## src/logic/sac_pkg.sv

```systemverilog
package sac_pkg;

   // ==========================================================================
   // Register map
   localparam int ADDR_W = 4;
   localparam logic [3:0] ADDR_CTRL = 4'h0;
   localparam logic [3:0] ADDR_COUNT_LOW = 4'h1;
   localparam logic [3:0] ADDR_IRQ_STATUS = 4'h2;
   localparam logic [3:0] ADDR_IRQ_MASK = 4'h3;

   // ==========================================================================
   // Control register field positions
   localparam int BIT_MODE_HI = 7;
   localparam int BIT_MODE_LO = 6;
   localparam int BIT_LOST = 5;
   localparam int BIT_ACLK = 4;
   localparam int BIT_FIN = 3;
   localparam int BIT_RUN = 2;
   localparam int BIT_OVF = 1;
   localparam int BIT_MSB = 0;

   // ==========================================================================
   // Interrupt status and mask field positions
   localparam int IRQ_W = 3;
   localparam int IRQ_FIN = 0;
   localparam int IRQ_OVF = 1;
   localparam int IRQ_LOST = 2;

   // ==========================================================================
   // Counter and timing constants
   localparam int CNT_W = 9;
   localparam logic [8:0] CNT_MAX = 9'h1FF;
   localparam logic [8:0] CNT_ZERO = 9'h000;
   localparam logic [8:0] ARB_SAMPLE_BUS = 9'h038;
   localparam logic [8:0] ARB_SAMPLE_PRESC = 9'h008;
   localparam int BUS_DIV = 4;
   localparam logic [1:0] BUS_DIV_LAST = 2'(BUS_DIV - 1);

   // ==========================================================================
   // Reset values
   localparam logic [7:0] RST_BYTE = 8'h00;
   localparam logic [2:0] RST_IRQ = 3'h0;

   // ==========================================================================
   // Modes and states
   typedef enum logic [1:0] {
      SAC_MODE_IDLE = 2'h0,
      SAC_MODE_MEASURE = 2'h1,
      SAC_MODE_ARB = 2'h2,
      SAC_MODE_RSVD = 2'h3
   } sac_mode_e;

   typedef enum logic [1:0] {
      SAC_ST_WAIT = 2'h0,
      SAC_ST_COUNT = 2'h1,
      SAC_ST_DONE = 2'h3
   } sac_state_e;

   typedef struct packed {
      sac_mode_e mode;
      logic aclk;
   } sac_ctrl_s;

endpackage : sac_pkg

```

## src/logic/sac_top.sv

```systemverilog
`timescale 1ns/1ps

module sac_top
(
   input wire logic clk_in,
   input wire logic rst_in,
   input wire logic [3:0] addr_in,
   input wire logic [7:0] wr_data_in,
   input wire logic wr_in,
   input wire logic rd_in,
   input wire logic rx_pin_in,
   input wire logic internal_transmit_out_in,
   input wire logic serial_clock_source_select_in,
   input wire logic presc_bus_tick_in,
   input wire logic presc_crystal_tick_in,
   output logic [7:0] rd_data_out,
   output logic tx_pin_out,
   output logic irq_out
);

   // =========================================================================
   // Declarations
   sac_pkg::sac_ctrl_s ctrl_reg;
   sac_pkg::sac_ctrl_s ctrl_next;
   sac_pkg::sac_state_e state_reg;
   sac_pkg::sac_state_e state_next;
   logic [8:0] count_reg;
   logic [8:0] count_next;
   logic lost_reg;
   logic lost_next;
   logic fin_reg;
   logic fin_next;
   logic ovf_reg;
   logic ovf_next;
   logic [2:0] irq_stat_reg;
   logic [2:0] irq_stat_next;
   logic [2:0] irq_mask_reg;
   logic [2:0] irq_mask_next;
   logic irq_reg;
   logic irq_next;
   logic [7:0] rd_data_reg;
   logic [7:0] rd_data_next;
   logic tx_pin_reg;
   logic tx_pin_next;
   logic rx_meta_reg;
   logic rx_sync_reg;
   logic rx_prev_reg;
   logic tx_prev_reg;
   logic rx_fall;
   logic rx_rise;
   logic tx_rise;
   logic tx_fall;
   logic tick;
   logic ctrl_wr;
   logic ev_fin;
   logic ev_ovf;
   logic ev_lost;
   logic running;
   logic [8:0] sample_at;
   logic [2:0] ev_vec;

   // =========================================================================
   // Receive pin synchroniser and edge detection
   always_ff @(posedge clk_in or posedge rst_in)
   begin
      if (rst_in)
      begin
         rx_meta_reg <= 1'b1;
         rx_sync_reg <= 1'b1;
         rx_prev_reg <= 1'b1;
         tx_prev_reg <= 1'b1;
      end
      else
      begin
         rx_meta_reg <= rx_pin_in;
         rx_sync_reg <= rx_meta_reg;
         rx_prev_reg <= rx_sync_reg;
         tx_prev_reg <= internal_transmit_out_in;
      end
   end

   assign rx_fall = rx_prev_reg & ~rx_sync_reg;
   assign rx_rise = ~rx_prev_reg & rx_sync_reg;
   assign tx_rise = ~tx_prev_reg & internal_transmit_out_in;
   assign tx_fall = tx_prev_reg & ~internal_transmit_out_in;
   assign ctrl_wr = wr_in && (addr_in == sac_pkg::ADDR_CTRL);

   // =========================================================================
   // Counter clock enable
   sac_tick_gen u_tick_gen
   (
      .clk_in(clk_in),
      .rst_in(rst_in),
      .clear_in(ctrl_wr),
      .aclk_in(ctrl_reg.aclk),
      .src_sel_in(serial_clock_source_select_in),
      .bus_tick_in(presc_bus_tick_in),
      .xtal_tick_in(presc_crystal_tick_in),
      .tick_out(tick)
   );

   // =========================================================================
   // Arbiter counter and mode sequencing
   always_comb
   begin
      ctrl_next = ctrl_reg;
      state_next = state_reg;
      count_next = count_reg;
      ev_fin = 1'b0;
      ev_ovf = 1'b0;
      ev_lost = 1'b0;
      sample_at = ctrl_reg.aclk ? sac_pkg::ARB_SAMPLE_PRESC :
                                  sac_pkg::ARB_SAMPLE_BUS;
      // Counting advances on the enable tick and wraps into the overflow flag.
      if ((state_reg == sac_pkg::SAC_ST_COUNT) && tick)
      begin
         count_next = count_reg + 9'h001;
         if (count_reg == sac_pkg::CNT_MAX)
         begin
            ev_ovf = 1'b1;
         end
      end
      case (ctrl_reg.mode)
         sac_pkg::SAC_MODE_MEASURE:
         begin
            case (state_reg)
               sac_pkg::SAC_ST_WAIT:
               begin
                  if ((!ctrl_reg.aclk && rx_fall) ||
                      (ctrl_reg.aclk && !rx_sync_reg))
                  begin
                     state_next = sac_pkg::SAC_ST_COUNT;
                     count_next = sac_pkg::CNT_ZERO;
                  end
               end
               sac_pkg::SAC_ST_COUNT:
               begin
                  if ((!ctrl_reg.aclk && rx_fall) ||
                      (ctrl_reg.aclk && rx_rise))
                  begin
                     state_next = sac_pkg::SAC_ST_DONE;
                     ev_fin = 1'b1;
                  end
               end
               sac_pkg::SAC_ST_DONE:
               begin
                  state_next = sac_pkg::SAC_ST_DONE;
               end
               default:
               begin
                  state_next = sac_pkg::SAC_ST_WAIT;
               end
            endcase
         end
         sac_pkg::SAC_MODE_ARB:
         begin
            if (tx_rise)
            begin
               state_next = sac_pkg::SAC_ST_COUNT;
               count_next = sac_pkg::CNT_ZERO;
            end
            else if (state_reg == sac_pkg::SAC_ST_COUNT)
            begin
               if (count_reg == sample_at)
               begin
                  // The line is sensed at most once per transmitted rising edge.
                  state_next = sac_pkg::SAC_ST_DONE;
                  count_next = count_reg;
                  ev_lost = !rx_sync_reg;
               end
               else if (tx_fall)
               begin
                  // Dominant transmit before any sample restarts the wait.
                  state_next = sac_pkg::SAC_ST_WAIT;
                  count_next = sac_pkg::CNT_ZERO;
               end
            end
         end
         default:
         begin
            // Idle and the reserved code hold the counter at zero.
            state_next = sac_pkg::SAC_ST_WAIT;
            count_next = sac_pkg::CNT_ZERO;
            ev_ovf = 1'b0;
         end
      endcase
      if (ctrl_wr)
      begin
         // Only mode and clock select are stored from the written byte.
         ctrl_next.mode = sac_pkg::sac_mode_e'(
            wr_data_in[sac_pkg::BIT_MODE_HI:sac_pkg::BIT_MODE_LO]);
         ctrl_next.aclk = wr_data_in[sac_pkg::BIT_ACLK];
         count_next = sac_pkg::CNT_ZERO;
         state_next = sac_pkg::SAC_ST_WAIT;
      end
   end

   assign running = (state_reg == sac_pkg::SAC_ST_COUNT) &&
                    (ctrl_reg.mode != sac_pkg::SAC_MODE_IDLE);

   always_ff @(posedge clk_in or posedge rst_in)
   begin
      if (rst_in)
      begin
         ctrl_reg <= sac_pkg::sac_ctrl_s'(3'h0);
         state_reg <= sac_pkg::SAC_ST_WAIT;
         count_reg <= sac_pkg::CNT_ZERO;
      end
      else
      begin
         ctrl_reg <= ctrl_next;
         state_reg <= state_next;
         count_reg <= count_next;
      end
   end

   // =========================================================================
   // Status flags, interrupts and transmit override
   assign ev_vec = {ev_lost, ev_ovf, ev_fin};

   always_comb
   begin
      fin_next = fin_reg;
      ovf_next = ovf_reg;
      lost_next = lost_reg;
      if (ctrl_wr)
      begin
         fin_next = 1'b0;
         ovf_next = 1'b0;
         if (!wr_data_in[sac_pkg::BIT_MODE_HI])
            lost_next = 1'b0;
      end
      // A flag event in the clearing cycle still sets the flag.
      fin_next = fin_next | ev_fin;
      ovf_next = ovf_next | ev_ovf;
      lost_next = lost_next | ev_lost;
      irq_stat_next = irq_stat_reg;
      irq_mask_next = irq_mask_reg;
      if (wr_in && (addr_in == sac_pkg::ADDR_IRQ_STATUS))
         irq_stat_next = irq_stat_reg & ~wr_data_in[2:0];
      if (wr_in && (addr_in == sac_pkg::ADDR_IRQ_MASK))
         irq_mask_next = wr_data_in[2:0];
      irq_stat_next = irq_stat_next | ev_vec;
      irq_next = |(irq_stat_next & irq_mask_next);
      tx_pin_next = internal_transmit_out_in | lost_next;
   end

   always_ff @(posedge clk_in or posedge rst_in)
   begin
      if (rst_in)
      begin
         fin_reg <= 1'b0;
         ovf_reg <= 1'b0;
         lost_reg <= 1'b0;
         irq_stat_reg <= sac_pkg::RST_IRQ;
         irq_mask_reg <= sac_pkg::RST_IRQ;
         irq_reg <= 1'b0;
         tx_pin_reg <= 1'b1;
      end
      else
      begin
         fin_reg <= fin_next;
         ovf_reg <= ovf_next;
         lost_reg <= lost_next;
         irq_stat_reg <= irq_stat_next;
         irq_mask_reg <= irq_mask_next;
         irq_reg <= irq_next;
         tx_pin_reg <= tx_pin_next;
      end
   end

   // =========================================================================
   // Register read port
   always_comb
   begin
      rd_data_next = sac_pkg::RST_BYTE;
      if (rd_in)
      begin
         case (addr_in)
            sac_pkg::ADDR_CTRL:
            begin
               rd_data_next[sac_pkg::BIT_MODE_HI] = ctrl_reg.mode[1];
               rd_data_next[sac_pkg::BIT_MODE_LO] = ctrl_reg.mode[0];
               rd_data_next[sac_pkg::BIT_LOST] = lost_reg;
               rd_data_next[sac_pkg::BIT_ACLK] = ctrl_reg.aclk;
               rd_data_next[sac_pkg::BIT_FIN] = fin_reg;
               rd_data_next[sac_pkg::BIT_RUN] = running;
               rd_data_next[sac_pkg::BIT_OVF] = ovf_reg;
               rd_data_next[sac_pkg::BIT_MSB] = count_reg[8];
            end
            sac_pkg::ADDR_COUNT_LOW:
            begin
               rd_data_next = count_reg[7:0];
            end
            sac_pkg::ADDR_IRQ_STATUS: rd_data_next[2:0] = irq_stat_reg;
            sac_pkg::ADDR_IRQ_MASK: rd_data_next[2:0] = irq_mask_reg;
            default: rd_data_next = sac_pkg::RST_BYTE;
         endcase
      end
   end

   always_ff @(posedge clk_in or posedge rst_in)
   begin
      if (rst_in)
      begin
         rd_data_reg <= sac_pkg::RST_BYTE;
      end
      else
      begin
         rd_data_reg <= rd_data_next;
      end
   end

   assign rd_data_out = rd_data_reg;
   assign tx_pin_out = tx_pin_reg;
   assign irq_out = irq_reg;

endmodule : sac_top

```

## src/logic/sac_tick_gen.sv

```systemverilog
`timescale 1ns/1ps

// ============================================================================
// Counter clock enable: bus clock divided by four, or half the prescaler rate.
module sac_tick_gen
(
   input wire logic clk_in,
   input wire logic rst_in,
   input wire logic clear_in,
   input wire logic aclk_in,
   input wire logic src_sel_in,
   input wire logic bus_tick_in,
   input wire logic xtal_tick_in,
   output logic tick_out
);

   logic [1:0] div_reg;
   logic [1:0] div_next;
   logic half_reg;
   logic half_next;
   logic tick_reg;
   logic tick_next;
   logic presc_tick;

   always_comb
   begin
      presc_tick = src_sel_in ? xtal_tick_in : bus_tick_in;
      div_next = div_reg + 2'h1;
      half_next = half_reg ^ presc_tick;
      if (aclk_in)
      begin
         tick_next = presc_tick & half_reg;
      end
      else
      begin
         tick_next = (div_reg == sac_pkg::BUS_DIV_LAST);
      end
      if (clear_in)
      begin
         div_next = 2'h0;
         half_next = 1'b0;
         tick_next = 1'b0;
      end
   end

   always_ff @(posedge clk_in or posedge rst_in)
   begin
      if (rst_in)
      begin
         div_reg <= 2'h0;
         half_reg <= 1'b0;
         tick_reg <= 1'b0;
      end
      else
      begin
         div_reg <= div_next;
         half_reg <= half_next;
         tick_reg <= tick_next;
      end
   end

   assign tick_out = tick_reg;

endmodule : sac_tick_gen

```

## config.mk

```make
export PLATFORM = sky130hd
export DESIGN_NAME = sac_top
export DESIGN_NICKNAME = d
export VERILOG_FILES = /design/src/logic/sac_pkg.sv /design/src/logic/sac_top.sv /design/src/logic/sac_tick_gen.sv
export SDC_FILE = /design/constraint.sdc
export NUM_CORES = 1
export LEC_CHECK = 0
export BUFFER_PORTS_ARGS = -buffer_cell sky130_fd_sc_hd__buf_2
export CAP_MARGIN = 20
export CORE_MARGIN = 2
export CORE_UTILIZATION = 40
export DETAILED_ROUTE_END_ITERATION = 10
export PLACE_DENSITY_LB_ADDON = 0.15
export SYNTH_ARGS = -nofsm -noshare
export SYNTH_HDL_FRONTEND = slang
export SYNTH_SLANG_ARGS = --single-unit
```

## constraint.sdc

```tcl
create_clock -name clk_in -period 2.12 [get_ports clk_in]
set_clock_uncertainty 0.2 [all_clocks]
set_input_delay 0.424 -clock clk_in [delete_from_list [all_inputs] [get_ports clk_in]]
set_output_delay 0.424 -clock clk_in [all_outputs]
set_load 0.01 [all_outputs]
```

Word-level counts from Yosys, hierarchy flattened
Cells that the tools add are included.
- mux-type cells: 43
- equal/unequal tests: 15
- $add $sub $neg: 2
- bitwise operators: 18
- reduce and logical (&&, ||, !) cells: 18
- operator list (operator ; count):
    $mux W9 ; 8
    $mux W1 ; 18
    $pmux W9 S2 ; 1
    $mux W2 ; 8
    $ne A4 B4 Y1 const B ; 3
    $pmux W3 S4 ; 1
    $ne A5 B5 Y1 const B ; 2
    $pmux W5 S2 ; 1
    $add A9 B1 Y9 const B ; 1
    $eq A9 B6 Y1 ; 1
    $eq A9 B9 Y1 const B ; 1
    $eq A4 B2 Y1 const B ; 2
    $logic_and A1 B1 Y1 ; 8
    $mux W8 ; 1
    $and A3 B3 Y3 ; 2
    $eq A2 B2 Y1 const B ; 3
    $mux W3 ; 2
    $mux W6 ; 1
    $pmux W2 S3 ; 1
    $and A1 B1 Y1 ; 5
    $eq A2 B1 Y1 const B ; 2
    $eq A4 B1 Y1 const B ; 1
    $logic_not A4 Y1 ; 1
    $not A1 Y1 ; 4
    other kinds (13) ; 18
- bits of input ports: 21
- flip-flop bits (word level): 41
- word-level logic and storage cells: 115
- output and inout bits: 10

Logic depth before layout (Yosys ltp)
- word-level depth: 10
- mapped depth: 7
- depth with buffers taken out: 7

Cells and area by module
From an unflattened synthesis, not the netlist that was laid out.
- cells, all modules: 190
- area, all modules: 2104.5 sq um
- by module, submodules not included (module ; instances ; area an instance (sq um) ; cells an instance):
    sac_top ; 1 ; 1930.6 ; 177
    sac_tick_gen ; 1 ; 173.9 ; 13

Worst setup path before layout
OpenSTA, ideal clock, no wires.
- path type: register to register
- start: register tx_prev_reg
- end: register count_reg[0]
- slack: 117 ps
- arrival: 1678 ps
- data required time: 1795 ps
- path buffers: 0
- clock period less this slack: 2003 ps
- setup time: 125 ps
- cell stages (with the launch flop): 7
- cell sequence: dfstp_2 > inv_1 > ha_1 > nand2b_1 > nor4_2 > nor3b_2 > mux2_2
- cells in the longest elaborated chain, start to end: 7
- RTL lines (element ; RTL line ; RTL):
    from (decl) ; sac_top.sv:48 ; logic tx_prev_reg;
    from (signal assigned) ; sac_top.sv:78 ; tx_prev_reg <= internal_transmit_out_in;
    $and A1 B1 Y1 ; sac_top.sv:85 ; assign tx_fall = tx_prev_reg & ~internal_transmit_out_in;
    $mux W9 ; sac_top.sv:171 ; else if (tx_fall)
    $mux W9 ; sac_top.sv:164 ; if (count_reg == sample_at)
    $mux W9 ; sac_top.sv:162 ; else if (state_reg == sac_pkg::SAC_ST_COUNT)
    $mux W9 ; sac_top.sv:157 ; if (tx_rise)
    $pmux W9 S2 ; sac_top.sv:123 ; case (ctrl_reg.mode)
    $mux W9 ; sac_top.sv:187 ; if (ctrl_wr)
    to (signal assigned) ; sac_top.sv:207 ; count_reg <= sac_pkg::CNT_ZERO;
    to (signal assigned) ; sac_top.sv:213 ; count_reg <= count_next;
    to (decl) ; sac_top.sv:27 ; logic [8:0] count_reg;
Several ways; a longest one is shown, not always the timed one. The select of a mux whose other input is x is not followed.
A chain may end at the register's enable or synchronous reset.

Worst setup path after layout
- start: register count_reg[0]
- end: register irq_reg, in the netlist irq_out
- RTL lines (element ; RTL line ; RTL):
    $eq A9 B9 Y1 ; sac_top.sv:118 ; if (count_reg == sac_pkg::CNT_MAX)
    $mux W1 ; sac_top.sv:118 ;
    $mux W1 ; sac_top.sv:115 ; if ((state_reg == sac_pkg::SAC_ST_COUNT) && tick)
    $mux W1 ; sac_top.sv:123 ;
    $or A3 B3 Y3 ; sac_top.sv:243 ; irq_stat_next = irq_stat_next | ev_vec;
    via irq_stat_next[1] ; sac_top.sv:36 ; logic [2:0] irq_stat_next;
    $and A3 B3 Y3 ; sac_top.sv:244 ; irq_next = |(irq_stat_next & irq_mask_next);
    $reduce_or A3 Y1 ; sac_top.sv:244 ;
    via irq_next ; sac_top.sv:40 ; logic irq_next;
    to (signal assigned) ; sac_top.sv:267 ; irq_reg <= irq_next;
    to (decl) ; sac_top.sv:39 ; logic irq_reg;
The timed path passes the listed nets, and every way through them passes these cells.

==> flow_summary_export.csv <==
group,metric,value,unit
status,status,"finished clean",
yosys,synth_mux_area_share,7.965,%
clock_tree,cts_buffer_depth,2,
yosys,synth_cells,188,
floorplanning,die_x,77.35,µm
grt,globalRouteOverflowTotal,0,
critical_path,crit_fanout,5,
sta,max_freq,500.5,MHz
clock_tree,cts_root_buf,"clkbuf_8",
min_path,holdPathStages,1,
power_and_ir_drop,leakagePower,1.290,nW
sta,hold_viol_final,0,
floorplanning,num_io_pins,31,
clock_tree,clk_latency,0.30,ns
yosys,syn_avg_cell_area,11.45,µm²
power_and_ir_drop,p_switching,605.8,µW
yosys,syn_nets,219,
critical_path,crit_path_start_kind,"flip-flop",
placed_design,dp_cells,297,
drt,drc,0,
yosys,yosys_warnings,0,
critical_path,crit_required,2.11,ns
yosys,synth-compound-area-share,13.14,%
yosys,synth-xor-area-share,2.035,%
drt,dr.pass1.iters,4,
yosys,async_reset_ff_share,100.0,%
drt,wl_per_cell,14.34,µm
drt,drt_iter0_drc,56,
sta,slew_violations,0,
finish,fill_cells,507,
finish,fin_util,51.17,%
finish,antenna_cells,0,
grt,grt_pass1_wl,7452,µm
grt,grt_pass1_vias,1553,
sta,fin_crit_sh,94.24,%
critical_path,critPathKind,"flip-flop to flip-flop",
grt,gr-usage-all-layers,16.00,%
clock_tree,cts_tree,"built",
job,max_cap_violations,0,
finish,stdcell_count,305,
finish,syn_to_final_growth,22.21,%
power_and_ir_drop,seqPwrFrac,45.6,%
clock_tree,numCtsBuffers,5,
placed_design,dp_hpwl,3315,µm
yosys,synth_ff_type,"dfrtp_1",
yosys,synth-simple-area-share,19.71,%
drt,wirelength,4374,µm
clock_tree,clk_pin_slew_worst_paths,0.08,ns
floorplanning,start_util,41.87,%
clock_tree,holdBufCountCts,0,
floorplanning,die_h,77.35,µm
yosys,yosysUniqueCellTypes,50,
sta,setup_violations,0,
grt,antenna_found_initial,0,
yosys,syn_area,0.002152,mm²
critical_path,reg2reg_to,"irq_out",
power_and_ir_drop,p_total,2.078,mW
drt,vias_per_cell,5.062,
critical_path,reg2reg_slack,0.12,ns
floorplanning,dieArea,0.005983,mm²
placed_design,portBuffers,28,
power_and_ir_drop,p_int,1.472,mW
power_and_ir_drop,ir_worst_vdd,0.4719,mV
critical_path,cp-end-kind,"flip-flop",
min_path,hp-class,"primary input to flip-flop",
sta,period_needed,1.998,ns
finish,drive_gt1_share,34.04,%
clock_tree,numClockSinks,41,
yosys,yosysSeqAreaShare,47.97,%
power_and_ir_drop,power_frac_comb,22.1,%
yosys,synth_seq_cells,41,
finish,fin_nets,265,
power_and_ir_drop,switching_share,29.15,%
sta,max-slew-margin-rel,65.03,%
placed_design,placed_area,0.002472,mm²
min_path,min_from,"rx_pin_in",
drt,vias,1544,
grt,grt_max_degree,42,
drt,final_antenna_net_count,0,
power_and_ir_drop,clockPowerShare,32.3,%
critical_path,reg2regPathDepth,7,
yosys,synth_edf_count,0,
floorplanning,core,0.005140,mm²
critical_path,r2r-start,"count_reg[0]",
sta,grt_setup_unrepaired,"no",
placed_design,gp_congestion,0.7784,
power_and_ir_drop,power_density,790.1,mW/mm²
sta,worstMarginPinSlew,0.5245,ns
critical_path,arrival,1.99,ns
yosys,synth_top_family_by_area,"simple AND/OR/NAND/NOR gates",
finish,largest_register_ffs,9,
finish,final_area,0.002630,mm²
floorplanning,placementRows,26,
yosys,yosys.area_share.adder,5.814,%
clock_tree,h-tree-depth,2,
min_path,min_to,"rx_meta_reg",
[synthesized netlist by cell type, types with 2 or more instances]
| library cell | number | share of area, % |
|---|---|---|
| nor3b_2 | 2 | 1.2 |
| nand2_1 | 12 | 2.1 |
| and3_1 | 3 | 0.87 |
| xor2_1 | 2 | 0.81 |
| nor2_1 | 23 | 4.0 |
| dfstp_2 | 5 | 6.1 |
| a21oi_1 | 3 | 0.70 |
| a21o_1 | 5 | 1.7 |
| a22o_1 | 2 | 0.81 |
| o41a_1 | 2 | 1.0 |
| xnor2_1 | 3 | 1.2 |
| buf_2 | 4 | 0.93 |
| nand4_1 | 3 | 0.87 |
| mux4_2 | 2 | 2.1 |
| o31ai_1 | 2 | 0.70 |
| dfrtp_1 | 36 | 42 |
| and3b_1 | 2 | 0.81 |
| nand2b_1 | 6 | 1.7 |
| mux2i_1 | 7 | 3.3 |
| ha_1 | 10 | 5.8 |
| mux2_2 | 4 | 2.1 |
| nand3_1 | 6 | 1.4 |
| a221o_1 | 2 | 0.93 |
| inv_1 | 10 | 1.7 |
| o21ai_0 | 4 | 0.93 |
| and2_1 | 4 | 1.2 |
[worst max path at each step]
stage            startpoint      endpoint  slack [ns]
2_1_floorplan   tx_prev_reg  count_reg[0]        0.12
3_3_place_gp     addr_in[0]       irq_out       0.001
3_5_place_dp     addr_in[3]       irq_out      -0.005
4_1_cts         tx_prev_reg  count_reg[0]        0.01
5_1_grt        state_reg[0]  count_reg[6]        0.01
6_report       count_reg[0]       irq_out        0.12
[cell families after synthesis]
| kind of cell | count (synthesis) |
|---|---|
| buf+inv | 16 |
| compound gates | 31 |
| fa+ha+maj | 10 |
| mux | 14 |
| xor+xnor | 5 |
| flops | 41 |
| simple gates | 71 |
[final cells by class]
| cell class | count | area [µm²] | share of cell area, % |
|---|---|---|---|
| inverter | 10 | 37.54 | 1.427 |
| clock buffer | 6 | 82.58 | 3.140 |
| clock inverter | 2 | 37.54 | 1.427 |
| tap | 70 | 87.58 | 3.330 |
| timing repair buffer | 45 | 267.8 | 10.18 |
| sequential | 41 | 1033 | 39.30 |
| multi-input combinational | 131 | 1084 | 41.20 |
[power groups by stage]
stage                     combinational (mW)  sequential, mW  clock, mW
after global placement                 0.443           0.960          0
final                                  0.460           0.947      0.670
after floorplan                        0.321           0.941          0
after global routing                   0.519           0.963      0.710
after detailed placement               0.445           0.963          0
after CTS                              0.448           0.948      0.686
[per-stage QoR]
step / TNS (ns) / worst slack [ns] / hold WS (ns)
CTS: 0 / 0.009921 / 0.01245
floorplan: 0 / 0.1174 / 0.1452
finish: 0 / 0.1222 / 0.02234
global route: 0 / 0.01018 / 0.01149
global placement: 0 / 0.001381 / 0.1455
detailed placement: -0.005260 / -0.005260 / 0.1490
[placed cells by master (no fill, tap or decap), types with 6 or more instances in the layout]
cell      instances
buf_2            28
buf_4            17
clkbuf_8          6
dfrtp_1          35
ha_1             10
inv_1            10
mux2i_1           7
nand2_1          12
nand3_1           6
nor2_1           23
[per-layer routing]
layer / routed length (µm) / up-vias / part of all wire [%] / track usage (%)
li1: - / 761 / - / -
met1: 2116 / 747 / 48 / 22.18
met2: 2041 / 31 / 47 / 24.87
met3: 154 / 5 / 3.5 / 3.605
met4: 62 / 0 / 1.4 / 5.357
met5: 0 / - / 0 / 0
[timing repair]
| action | 4_1_cts | 5_1_grt |
|---|---|---|
| endpoints found under the hold margin | 0 | 0 |
| resized for setup | 0 | 7 |
| setup endpoints to repair | 0 | 8 |
| setup buffers | 0 | 0 |
[worst max-delay path: stages, from the launching register on]
cell and delay (ns):
dfrtp_2 0.44, ha_1 0.25, nand3_1 0.09, nor2_1 0.05
ha_1 0.16, and3_1 0.18, a21o_1 0.17, a221o_1 0.34
Power figures use the tool's default switching activity.
